**src/pa_pkg.sv**
```systemverilog
// Purpose: Shared constants and types for the bus program analyzer
// Assumes: Four-bit CPU, eight clock phases per instruction cycle
// Notes:   APB register map and field positions live here
package pa_pkg;

    // ========================================================
    // Register offsets (byte addresses)
    localparam logic [7:0] ADDR_CTRL      = 8'h00;
    localparam logic [7:0] ADDR_SETUP     = 8'h04;
    localparam logic [7:0] ADDR_CMD       = 8'h08;
    localparam logic [7:0] ADDR_CAPTURE   = 8'h0C;
    localparam logic [7:0] ADDR_STATUS    = 8'h10;
    localparam logic [7:0] ADDR_IRQ_STAT  = 8'h14;
    localparam logic [7:0] ADDR_IRQ_MASK  = 8'h18;
    localparam logic [7:0] ADDR_TRIG_NOW  = 8'h1C;

    // ========================================================
    // Control register fields
    localparam int CTRL_STEP_PAST = 0;
    localparam int CTRL_RUN_MODE  = 1;
    localparam int CTRL_TEST_HOLD = 2;

    // Setup register fields
    localparam int SETUP_ADDR_LSB = 0;
    localparam int SETUP_PASS_LSB = 12;

    // Command register bits (write one to act)
    localparam int CMD_LOAD       = 0;
    localparam int CMD_INC        = 1;
    localparam int CMD_DEC        = 2;
    localparam int CMD_TEST_PULSE = 3;
    localparam int CMD_RESET      = 4;

    // Interrupt status bits
    localparam int IRQ_COMPLETE = 0;
    localparam int IRQ_POINTER  = 1;
    localparam int IRQ_RUN_SYNC = 2;
    localparam int IRQ_W        = 3;

    // ========================================================
    // Timing and widths
    localparam logic [2:0] PH_A1      = 3'h0;
    localparam logic [2:0] PH_A2      = 3'h1;
    localparam logic [2:0] PH_A3      = 3'h2;
    localparam logic [2:0] PH_M1      = 3'h3;
    localparam logic [2:0] PH_M2      = 3'h4;
    localparam logic [2:0] PH_X1      = 3'h5;
    localparam logic [2:0] PH_X2      = 3'h6;
    localparam logic [2:0] PH_X3      = 3'h7;
    localparam logic [1:0] TEST_CYCLES   = 2'h2;
    localparam logic [3:0] PASS_MIN      = 4'h1;
    localparam logic [3:0] PORT_SEL_OPC  = 4'h2;
    localparam logic [3:0] RESET_CYCLES  = 4'h8;

    typedef enum logic [1:0] {
        PA_ARMED,
        PA_STEP,
        PA_DONE
    } pa_trig_e;

endpackage

```
**src/pa_cyc_if.sv**
```systemverilog
// Purpose: Carries per-cycle capture from the bus sampler to the top
// Assumes: One producer, one consumer on pclk
// Notes:   cyc_done pulses once per instruction cycle
`timescale 1ns/100ps
`default_nettype none
interface pa_cyc_if;
    logic        cyc_done;
    logic [11:0] addr;
    logic [7:0]  instr;
    logic [7:0]  exec;
    logic [3:0]  bank;
    logic [7:0]  x2x3;

    modport src (output cyc_done, addr, instr, exec, bank, x2x3);
    modport dst (input  cyc_done, addr, instr, exec, bank, x2x3);
endinterface
`default_nettype wire

```
**src/pa_sampler.sv**
```systemverilog
// Purpose: Assembles the nibbles of one instruction cycle
// Assumes: Bus and sync sampled once per phase_en pulse
// Notes:   Sync marks the last phase, X3, of the cycle
`timescale 1ns/100ps
`default_nettype none
module pa_sampler (
    input  wire logic       pclk,
    input  wire logic       presetn,
    input  wire logic       phase_en,
    input  wire logic       cpu_sync,
    input  wire logic [3:0] cpu_data,
    input  wire logic [3:0] ram_bank_select_lines,
    pa_cyc_if.src           cyc
);
    logic [2:0]  phase_r;
    logic [11:0] addr_r;
    logic [7:0]  instr_r;
    logic [7:0]  exec_r;
    logic [3:0]  bank_r;
    logic        done_r;

    // ========================================================
    // Phase counter, realigned by sync
    always_ff @(posedge pclk or negedge presetn) begin
        if (!presetn) begin
            phase_r <= pa_pkg::PH_A1;
        end else if (phase_en) begin
            phase_r <= cpu_sync ? pa_pkg::PH_A1 : phase_r + 3'h1;
        end
    end

    // ========================================================
    // Nibble capture
    always_ff @(posedge pclk or negedge presetn) begin
        if (!presetn) begin
            addr_r  <= '0;
            instr_r <= '0;
            exec_r  <= '0;
            bank_r  <= '0;
        end else if (phase_en) begin
            case (phase_r)
                pa_pkg::PH_A1: addr_r[3:0]   <= cpu_data;
                pa_pkg::PH_A2: addr_r[7:4]   <= cpu_data;
                pa_pkg::PH_A3: addr_r[11:8]  <= cpu_data;
                pa_pkg::PH_M1: instr_r[7:4]  <= cpu_data;
                pa_pkg::PH_M2: instr_r[3:0]  <= cpu_data;
                pa_pkg::PH_X2: exec_r[7:4]   <= cpu_data;
                pa_pkg::PH_X3: exec_r[3:0]   <= cpu_data;
                default:       bank_r        <= bank_r;
            endcase
            if (ram_bank_select_lines != 4'h0) begin
                bank_r <= ram_bank_select_lines;
            end
        end
    end

    always_ff @(posedge pclk or negedge presetn) begin
        if (!presetn) begin
            done_r <= 1'b0;
        end else begin
            done_r <= phase_en && (phase_r == pa_pkg::PH_X3);
        end
    end

    assign cyc.cyc_done = done_r;
    assign cyc.addr     = addr_r;
    assign cyc.instr    = instr_r;
    assign cyc.exec     = exec_r;
    assign cyc.bank     = bank_r;
    assign cyc.x2x3     = exec_r;
endmodule
`default_nettype wire

```
**src/pa_top.sv**
```systemverilog
// Purpose: Real-time program analyzer on a four-bit CPU data bus
// Assumes: phase_en marks each CPU clock phase; APB on pclk
// Notes:   Trigger, pass counter, pointer latch, test line drive
`timescale 1ns/100ps
`default_nettype none

module pa_top (
    input  wire logic        pclk,
    input  wire logic        presetn,
    input  wire logic        psel,
    input  wire logic        penable,
    input  wire logic        pwrite,
    input  wire logic [7:0]  paddr,
    input  wire logic [31:0] pwdata,
    output logic      [31:0] prdata,
    output logic             pready,
    output logic             pslverr,
    input  wire logic        phase_en,
    input  wire logic        cpu_sync,
    input  wire logic [3:0]  cpu_data,
    input  wire logic [3:0]  ram_bank_select_lines,
    output logic             cpu_test,
    output logic             target_reset,
    output logic             run_sync_pulse,
    output logic             trigger_complete,
    output logic             pointer_valid,
    output logic      [11:0] ext_addr,
    output logic      [7:0]  ext_instr,
    output logic      [7:0]  ext_exec,
    output logic      [3:0]  ext_bank,
    output logic      [7:0]  ext_pointer,
    output logic             irq
);
    pa_cyc_if cyc ();

    pa_sampler u_sampler (
        .pclk                  (pclk),
        .presetn               (presetn),
        .phase_en              (phase_en),
        .cpu_sync              (cpu_sync),
        .cpu_data              (cpu_data),
        .ram_bank_select_lines (ram_bank_select_lines),
        .cyc                   (cyc)
    );

    pa_pkg::pa_trig_e state_r;
    logic [2:0]  ctrl_r;
    logic [15:0] setup_r;
    logic [11:0] trig_addr_r;
    logic [3:0]  pass_left_r;
    logic [11:0] cap_addr_r;
    logic [7:0]  cap_instr_r;
    logic [7:0]  cap_exec_r;
    logic [3:0]  cap_bank_r;
    logic [7:0]  pointer_r;
    logic        ptr_valid_r;
    logic        run_sync_r;
    logic [1:0]  test_cnt_r;
    logic [3:0]  rst_cnt_r;
    logic [pa_pkg::IRQ_W-1:0] irq_stat_r;
    logic [pa_pkg::IRQ_W-1:0] irq_mask_r;
    logic [31:0] prdata_r;

    logic wr_en;
    logic rd_en;
    logic cmd_wr;
    logic do_load;
    logic do_inc;
    logic do_dec;
    logic do_test;
    logic do_reset;
    logic match;
    logic port_sel;
    logic frozen;
    logic complete_ev;
    logic run_ev;
    logic [pa_pkg::IRQ_W-1:0] ev_vec;

    // ========================================================
    // APB decode, zero wait states
    assign wr_en   = psel && penable && pwrite;
    assign rd_en   = psel && penable && !pwrite;
    assign pready  = 1'b1;
    assign pslverr = 1'b0;
    assign cmd_wr  = wr_en && (paddr == pa_pkg::ADDR_CMD);

    assign do_load  = cmd_wr && pwdata[pa_pkg::CMD_LOAD];
    assign do_inc   = cmd_wr && pwdata[pa_pkg::CMD_INC];
    assign do_dec   = cmd_wr && pwdata[pa_pkg::CMD_DEC];
    assign do_test  = cmd_wr && pwdata[pa_pkg::CMD_TEST_PULSE];
    assign do_reset = cmd_wr && pwdata[pa_pkg::CMD_RESET];

    always_ff @(posedge pclk or negedge presetn) begin
        if (!presetn) begin
            ctrl_r  <= '0;
            setup_r <= {pa_pkg::PASS_MIN, 12'h000};
        end else if (wr_en && paddr == pa_pkg::ADDR_CTRL) begin
            ctrl_r <= pwdata[2:0];
        end else if (wr_en && paddr == pa_pkg::ADDR_SETUP) begin
            setup_r <= pwdata[15:0];
        end
    end

    // ========================================================
    // Trigger comparison
    assign frozen   = (state_r == pa_pkg::PA_DONE);
    assign match    = cyc.cyc_done && (cyc.addr == trig_addr_r);
    assign port_sel = cyc.cyc_done &&
                      (cyc.instr[7:4] == pa_pkg::PORT_SEL_OPC) &&
                      cyc.instr[0];
    // Silent while still frozen, until a command re-arms
    assign run_ev   = match && ctrl_r[pa_pkg::CTRL_RUN_MODE] &&
                      !frozen;
    assign complete_ev = cyc.cyc_done && !ctrl_r[pa_pkg::CTRL_RUN_MODE] &&
        (((state_r == pa_pkg::PA_ARMED) && match &&
          (pass_left_r <= pa_pkg::PASS_MIN) &&
          !ctrl_r[pa_pkg::CTRL_STEP_PAST]) ||
         (state_r == pa_pkg::PA_STEP));

    always_ff @(posedge pclk or negedge presetn) begin
        if (!presetn) begin
            trig_addr_r <= '0;
        end else if (do_load) begin
            trig_addr_r <= setup_r[pa_pkg::SETUP_ADDR_LSB +: 12];
        end else if (do_inc) begin
            trig_addr_r <= trig_addr_r + 12'h001;
        end else if (do_dec) begin
            trig_addr_r <= trig_addr_r - 12'h001;
        end
    end

    // Trigger state; a load, increment, decrement or reset command re-arms, a test pulse does not
    always_ff @(posedge pclk or negedge presetn) begin
        if (!presetn) begin
            state_r     <= pa_pkg::PA_ARMED;
            pass_left_r <= pa_pkg::PASS_MIN;
        end else if (do_load || do_inc || do_dec || do_reset) begin
            state_r     <= pa_pkg::PA_ARMED;
            pass_left_r <= do_load ?
                setup_r[pa_pkg::SETUP_PASS_LSB +: 4] : pass_left_r;
        end else begin
            case (state_r)
                pa_pkg::PA_ARMED: begin
                    if (match && !ctrl_r[pa_pkg::CTRL_RUN_MODE]) begin
                        if (pass_left_r > pa_pkg::PASS_MIN) begin
                            pass_left_r <= pass_left_r - 4'h1;
                        end else if (ctrl_r[pa_pkg::CTRL_STEP_PAST]) begin
                            state_r <= pa_pkg::PA_STEP;
                        end else begin
                            state_r <= pa_pkg::PA_DONE;
                        end
                    end
                end
                pa_pkg::PA_STEP: begin
                    if (cyc.cyc_done) begin
                        state_r <= pa_pkg::PA_DONE;
                    end
                end
                pa_pkg::PA_DONE: state_r <= pa_pkg::PA_DONE;
                default:         state_r <= pa_pkg::PA_ARMED;
            endcase
        end
    end

    // ========================================================
    // Captured display values
    always_ff @(posedge pclk or negedge presetn) begin
        if (!presetn) begin
            cap_addr_r  <= '0;
            cap_instr_r <= '0;
            cap_exec_r  <= '0;
            cap_bank_r  <= '0;
        end else if (cyc.cyc_done && !frozen) begin
            cap_addr_r  <= cyc.addr;
            cap_instr_r <= cyc.instr;
            cap_exec_r  <= cyc.exec;
            cap_bank_r  <= cyc.bank;
        end
    end

    // Pointer latch; the X2/X3 pair carries the register pair
    always_ff @(posedge pclk or negedge presetn) begin
        if (!presetn) begin
            pointer_r   <= '0;
            ptr_valid_r <= 1'b0;
        end else if (port_sel && !frozen) begin
            pointer_r   <= cyc.x2x3;
            ptr_valid_r <= 1'b1;
        end else if (do_reset) begin
            // New pointer beats a reset command
            ptr_valid_r <= 1'b0;
        end
    end

    // ========================================================
    // Test line, target reset, run sync
    always_ff @(posedge pclk or negedge presetn) begin
        if (!presetn) begin
            test_cnt_r <= '0;
        end else if (do_test) begin
            test_cnt_r <= pa_pkg::TEST_CYCLES;
        end else if (cyc.cyc_done && test_cnt_r != 2'h0) begin
            test_cnt_r <= test_cnt_r - 2'h1;
        end
    end

    // Counted in instruction cycles so a halted CPU keeps it high
    always_ff @(posedge pclk or negedge presetn) begin
        if (!presetn) begin
            rst_cnt_r <= '0;
        end else if (do_reset) begin
            rst_cnt_r <= pa_pkg::RESET_CYCLES;
        end else if (cyc.cyc_done && rst_cnt_r != 4'h0) begin
            rst_cnt_r <= rst_cnt_r - 4'h1;
        end
    end

    always_ff @(posedge pclk or negedge presetn) begin
        if (!presetn) begin
            run_sync_r <= 1'b0;
        end else begin
            run_sync_r <= run_ev;
        end
    end

    // ========================================================
    // Interrupt status, cleared by read; set wins
    assign ev_vec = {run_ev, port_sel && !frozen, complete_ev};

    always_ff @(posedge pclk or negedge presetn) begin
        if (!presetn) begin
            irq_stat_r <= '0;
        end else if (rd_en && paddr == pa_pkg::ADDR_IRQ_STAT) begin
            // Only bits reported at setup are cleared
            irq_stat_r <= (irq_stat_r & ~prdata[pa_pkg::IRQ_W-1:0]) |
                          ev_vec;
        end else begin
            irq_stat_r <= irq_stat_r | ev_vec;
        end
    end

    always_ff @(posedge pclk or negedge presetn) begin
        if (!presetn) begin
            irq_mask_r <= '0;
        end else if (wr_en && paddr == pa_pkg::ADDR_IRQ_MASK) begin
            irq_mask_r <= pwdata[pa_pkg::IRQ_W-1:0];
        end
    end

    // ========================================================
    // Read mux
    always_comb begin
        prdata_r = 32'h0000_0000;
        case (paddr)
            pa_pkg::ADDR_CTRL:     prdata_r[2:0]  = ctrl_r;
            pa_pkg::ADDR_SETUP:    prdata_r[15:0] = setup_r;
            pa_pkg::ADDR_CAPTURE:  prdata_r = {cap_bank_r, cap_exec_r,
                                              cap_instr_r, cap_addr_r};
            pa_pkg::ADDR_STATUS:   prdata_r[15:0] = {pointer_r,
                                       pass_left_r, 1'b0,
                                       ptr_valid_r, frozen,
                                       test_cnt_r != 2'h0};
            pa_pkg::ADDR_IRQ_STAT: prdata_r[pa_pkg::IRQ_W-1:0] = irq_stat_r;
            pa_pkg::ADDR_IRQ_MASK: prdata_r[pa_pkg::IRQ_W-1:0] = irq_mask_r;
            pa_pkg::ADDR_TRIG_NOW: prdata_r[11:0] = trig_addr_r;
            default:               prdata_r = 32'h0000_0000;
        endcase
    end

    always_ff @(posedge pclk or negedge presetn) begin
        if (!presetn) begin
            prdata <= '0;
        end else if (psel && !penable && !pwrite) begin
            prdata <= prdata_r;
        end
    end

    // ========================================================
    // External buffered outputs
    assign cpu_test = (test_cnt_r != 2'h0) ||
                      ctrl_r[pa_pkg::CTRL_TEST_HOLD];
    assign target_reset     = (rst_cnt_r != 4'h0);
    assign run_sync_pulse   = run_sync_r;
    assign trigger_complete = frozen;
    assign pointer_valid    = ptr_valid_r;
    assign ext_addr    = cap_addr_r;
    assign ext_instr   = cap_instr_r;
    assign ext_exec    = cap_exec_r;
    assign ext_bank    = cap_bank_r;
    assign ext_pointer = pointer_r;
    assign irq = |(irq_stat_r & irq_mask_r);
endmodule
`default_nettype wire

```
**config.mk**
```make
export PLATFORM = sky130hd
export DESIGN_NAME = pa_top
export DESIGN_NICKNAME = d
export VERILOG_FILES = /design/src/pa_pkg.sv /design/src/pa_cyc_if.sv /design/src/pa_sampler.sv /design/src/pa_top.sv
export SDC_FILE = /design/constraint.sdc
export NUM_CORES = 1
export LEC_CHECK = 0
export ABC_AREA = 1
export BUFFER_PORTS_ARGS = -buffer_cell sky130_fd_sc_hd__buf_2
export CAP_MARGIN = 40
export CORE_MARGIN = 3
export CORE_UTILIZATION = 51
export CTS_CLUSTER_DIAMETER = 80
export DETAILED_ROUTE_END_ITERATION = 10
export GPL_ROUTABILITY_DRIVEN = 0
export PLACE_DENSITY = 0.7
export SYNTH_ARGS = -nofsm -noshare
export SYNTH_HDL_FRONTEND = slang
export SYNTH_SLANG_ARGS = --single-unit
```
**constraint.sdc**
```tcl
create_clock -name pclk -period 2 [get_ports pclk]
set_input_delay 0.4 -clock pclk [delete_from_list [all_inputs] [get_ports pclk]]
set_output_delay 0.4 -clock pclk [all_outputs]
set_load 0.02 [all_outputs]
```
==> run summary <==
The run finished with clean final reports. After Yosys synthesis, XOR and XNOR cells account for 1.65% of the synthesized area. The maximum level of the CTS H-tree is 4.

The critical path goes through buf_8 -> inv_4 -> nand2_4 -> nor2_4 -> nand2_2 -> nor2_4 -> nand2_4 -> buf_6 -> ha_4 -> buf_4 -> a21oi_2 -> o21ai_1 -> nand2_1 -> nand3_1 -> nand2_1 -> nand3_1 -> nand2_1 -> nand2_1. The die width is between 100 and 150 um. For the pin with the worst max-slew slack, the measured transition is about 500 ps.

The via count of the first global-routing pass was 6661. For this run, the post-layout net count is approximately 1200. The time the worst path needs with I/O delays and setup came out at around 2000 ps. The required time of the critical path is roughly 2300 ps. The launch point of the critical path is paddr[1]. The first global-routing pass estimated 34100 um of wire. Summed over all layers, the routed wires come to approximately 22000 um. The total of fill cells in the finished design came out at about 1300. The DRC violation total after the first TritonRoute iteration is between 600 and 700. Entering global routing, the biggest net connects slightly above 50 pins.

The total negative slack for setup checks came out at 0 ps. The antenna diode count came out at 0. The number of failing setup endpoints in the final timing report is 0. Summing all flip-flop and latch instances after layout gives 3980 um^2. The critical path in this run is classified as in -> reg. Counting buffers and inverters, the worst setup path is 18 cells deep.

For this design the ratio of total power to cell area is approximately 810 nW/um^2. The endpoint of the lowest-slack register-to-register path is ext_addr[6]. The clock slew at the register clock pins of the worst setup and hold paths is ~70 ps.

The most critical setup path has its endpoint at trig_addr_r[10]. The aggregate global routing overflow is 0. The leakage power came out at 5.25 nW. The die footprint is 17100 um^2. The worst clock skew on the final layout is 11.4 ps.

The clock root buffer is clkbuf_16. The number of hold violations in the final report is 0. The slowest stage of the critical path belongs to the cell ha_4. The detailed-router iteration count before antenna repair is 7.

The total placed cells including tap cells is between 1000 and 1500. The worst vdd rail ir drop came out at a little under 0.6 mV. The net count of the mapped netlist is between 1000 and 1500. The number of primary I/O pins is about 140. Clock tree synthesis inserted a total of 17 buffers. The estimated wirelength of the detail-placed design came out at approximately 16000 um. The endpoint kind of the worst setup timing path is a register. Setup repair after global routing could not meet its margin everywhere. The cell count after synthesis came out at a little under 1000.

The initialized floorplan defines 45 standard-cell rows. The initial core utilization is roughly 52%. The gate family responsible for the most delay along the worst path is simple AND/OR/NAND/NOR gates. The number of antenna violations at the first check in global routing is 0. The final critical-path share of the clock period is a little under 100%. TritonCTS built the clock tree. The simple-gate share of the synthesized area came out at ~22%.

Summing the areas of all compound-gate instances in the mapped netlist gives about 14% of the synthesized area. In this run the critical register-to-register path is launched from state_r[0]. The netlist area before placement came out at 7960 um^2.

The minimum setup slack after placement is -436 ps. For this run, the number of Yosys warnings is 0. The fraction of the mapped netlist area in adder cells came out at around 4.2%. The dominant cell type by count on the critical path is nand2_1. After synthesis, the largest family of logic cells by area is simple AND/OR/NAND/NOR gates.

The number of clock sinks seen by CTS is between 150 and 200. The quantity of I/O buffers inserted on ports came out at approximately 120. The maximum clock path buffer count came out at 2. For this run, the slowest stage of the critical path takes 240 ps. The max-slew violation total from the final report is 0. Dividing the detail-routed wire length by the instance count gives 16.2 um. The post-detailed-placement cell area came out at slightly above 9000 um^2. Using the TritonRoute via totals, the vias-per-cell ratio works out to around 5.3. Once layout is complete, the cells apart from fillers number 1378. The highest clock rate is 504 MHz. The worst path meets setup with 16.9 ps of slack.

The average instance in the mapped netlist occupies 8.13 um^2. Measured against its own limit, the worst slew margin works out to about two thirds. The core area is 15300 um^2. The post-route netlist has approximately a quarter of its cells at a drive strength greater than 1.

The register-to-register setup slack is around 70 ps. The classification of the worst-slack hold path is in -> reg. Measured in cells, the most critical reg-to-reg path has a length of 7. The count of nets left with antenna violations once routing finished came out at 0. Data on the critical path arrives at its endpoint at 2310 ps.

The max-cap check violation count is 0. In the global route stage, overall resource usage came out at 26.2%. The utilization after layout is about two thirds.

The footprint of the multi-input gates is 3530 um^2. In this run the worst path has a maximum fanout of 6. The final route contains around 7300 vias. The multiplexer fraction of the synthesized cell area is less than 1%. The remaining design rule violation count is 0. The post-synthesis to final-layout area growth came out at 26.1%. The post-synthesis register bit count is between 150 and 200. The height of the die came out at ~130 um. The nature of the critical path startpoint is a primary input. The later-pin clock latency in the skew report is roughly 440 ps. Sequential cells were found to cover ~50% of the synthesized design area.

The area of all placed cells without fillers came out at around 10000 um^2. The count of different cell masters after synthesis came out at 40. The combined buffer and inverter count along the critical path is 4.
==> worst min path at each step <==
stage | end | slack, ps | start | cells past startpoint
floorplan | ctrl_r[0] | 100 | presetn | 0
global placement | run_sync_pulse | 330 | presetn | 1
detailed placement | run_sync_pulse | 330 | presetn | 1
CTS | u_sampler.cyc.bank[1] | 170 | ram_bank_select_lines[1] | 3
global route | u_sampler.cyc.bank[1] | 190 | ram_bank_select_lines[1] | 3
finish | u_sampler.cyc.bank[1] | 180 | ram_bank_select_lines[1] | 3
==> flip-flops by register name, indices dropped and copies added (netlist names), 4 cells and up <==
signal and flops:
ext_addr 12, u_sampler.cyc.exec 8, ext_bank 4, setup_r 16
ext_pointer 8, prdata 32, trig_addr_r 12, u_sampler.cyc.addr 12
ext_instr 8, u_sampler.cyc.instr 8, rst_cnt_r 4, pass_left_r 4
u_sampler.cyc.bank 4, ext_exec 8
==> what timing repair did <==
action                                  4_1_cts  5_1_grt
endpoints found under the setup margin        3       13
gates resized for setup                       2       38
buffers inserted                              0        3
hold buffers                                  1        0
pin swaps                                     1       13
gates cloned                                  0        1
hold endpoints to repair                     34        0
==> cell usage in the layout, fill, tap and decap left out, drive strengths merged, types with 13 or more instances in the layout <==
| master | count |
|---|---|
| a21oi | 29 |
| nand3 | 26 |
| o22ai | 13 |
| nor2 | 70 |
| ha | 25 |
| clkbuf | 17 |
| nand2 | 305 |
| inv | 132 |
| buf | 180 |
| o31ai | 15 |
| o21ai | 117 |
| clkinv | 13 |
| dfrtp | 157 |
==> routing by layer <==
| metal | vias up | share of wire (%) | wire, um | track usage, % |
|---|---|---|---|---|
| met5 | - | 0 | 0 | 0 |
| met4 | 0 | 2.0 | 444 | 8.83 |
| met3 | 34 | 7.4 | 1650 | 5.37 |
| met2 | 311 | 45 | 10000 | 39.7 |
| met1 | 3470 | 46 | 10300 | 37.8 |
| li1 | 3506 | - | - | - |
==> through the flow <==
step	hold slack, ps	total power [mW]
5_1_grt	186	8.54
2_1_floorplan	104	4.44
3_3_place_gp	330	4.83
3_5_place_dp	332	4.87
4_1_cts	171	8.19
6_report	183	8.18
==> worst register-to-register path: stages (launching register included) <==
cell     delay (ps)
dfrtp_1         400
inv_1            80
ha_1            280
nor2_4          190
buf_6           330
inv_1           310
nand2_1         130
o21ai_0          90
==> logic make-up after synthesis <==
| kind of cell | Yosys count |
|---|---|
| and+or+nand+nor | 421 |
| AOI/OAI and AO/OA | 192 |
| DFF | 159 |
| buffers and inverters | 158 |
| adders and majority gates | 26 |
| xor gates and xnor gates | 15 |
| muxes | 6 |
| other | 2 |
==> cell usage after synthesis <==
| cell type | number | area share (%) |
|---|---|---|
| nand3b_1 | 4 | 0.38 |
| o41ai_1 | 2 | 0.22 |
| o21ai_1 | 9 | 0.57 |
| nand4_1 | 6 | 0.47 |
| clkinv_1 | 1 | 0.047 |
| o2111ai_1 | 8 | 0.88 |
| o21ai_2 | 2 | 0.22 |
| nor2_4 | 3 | 0.42 |
| clkinv_2 | 4 | 0.25 |
| xor2_1 | 8 | 0.88 |
| nand2_2 | 7 | 0.55 |
| conb_1 | 2 | 0.094 |
| dfrtp_1 | 157 | 49 |
| xnor2_1 | 7 | 0.77 |
| o31ai_1 | 15 | 1.4 |
| nand3_1 | 23 | 1.4 |
| a31oi_1 | 1 | 0.079 |
| o21ai_0 | 106 | 6.7 |
| ha_1 | 25 | 3.9 |
| o22ai_1 | 13 | 1.0 |
| o21bai_1 | 2 | 0.19 |
| o221ai_1 | 4 | 0.44 |
| buf_4 | 3 | 0.28 |
| clkbuf_1 | 11 | 0.52 |
| nand2_1 | 297 | 14 |
| inv_1 | 120 | 5.7 |
| nor3_1 | 9 | 0.57 |
| nor2_1 | 65 | 3.1 |
| nor2_2 | 2 | 0.16 |
| buf_6 | 2 | 0.28 |
| nand3_2 | 3 | 0.38 |
| or2_2 | 2 | 0.16 |
| buf_1 | 2 | 0.094 |
| a21oi_1 | 29 | 1.8 |
| dfstp_2 | 2 | 0.66 |
| inv_2 | 7 | 0.33 |
| buf_2 | 8 | 0.50 |
| fa_1 | 1 | 0.25 |
| a22oi_1 | 1 | 0.094 |
| mux2_2 | 6 | 0.85 |
==> cell type report <==
cell class | instances | share of cell area (%)
Clock inverter | 15 | 1.81
Inverter | 132 | 5.16
Sequential cell | 159 | 39.7
Multi-Input combinational cell | 663 | 35.2
Clock buffer | 17 | 4.24
Timing Repair Buffer | 181 | 11.3
Tap cell | 211 | 2.63
==> power by group <==
group	total (mW)	internal, mW	switching, mW
registers	3.76	3.50	0.265
logic	1.09	0.403	0.683
clock network	3.33	1.88	1.45
total	8.18	5.78	2.39
No activity file was read; power rests on OpenSTA's default activity.
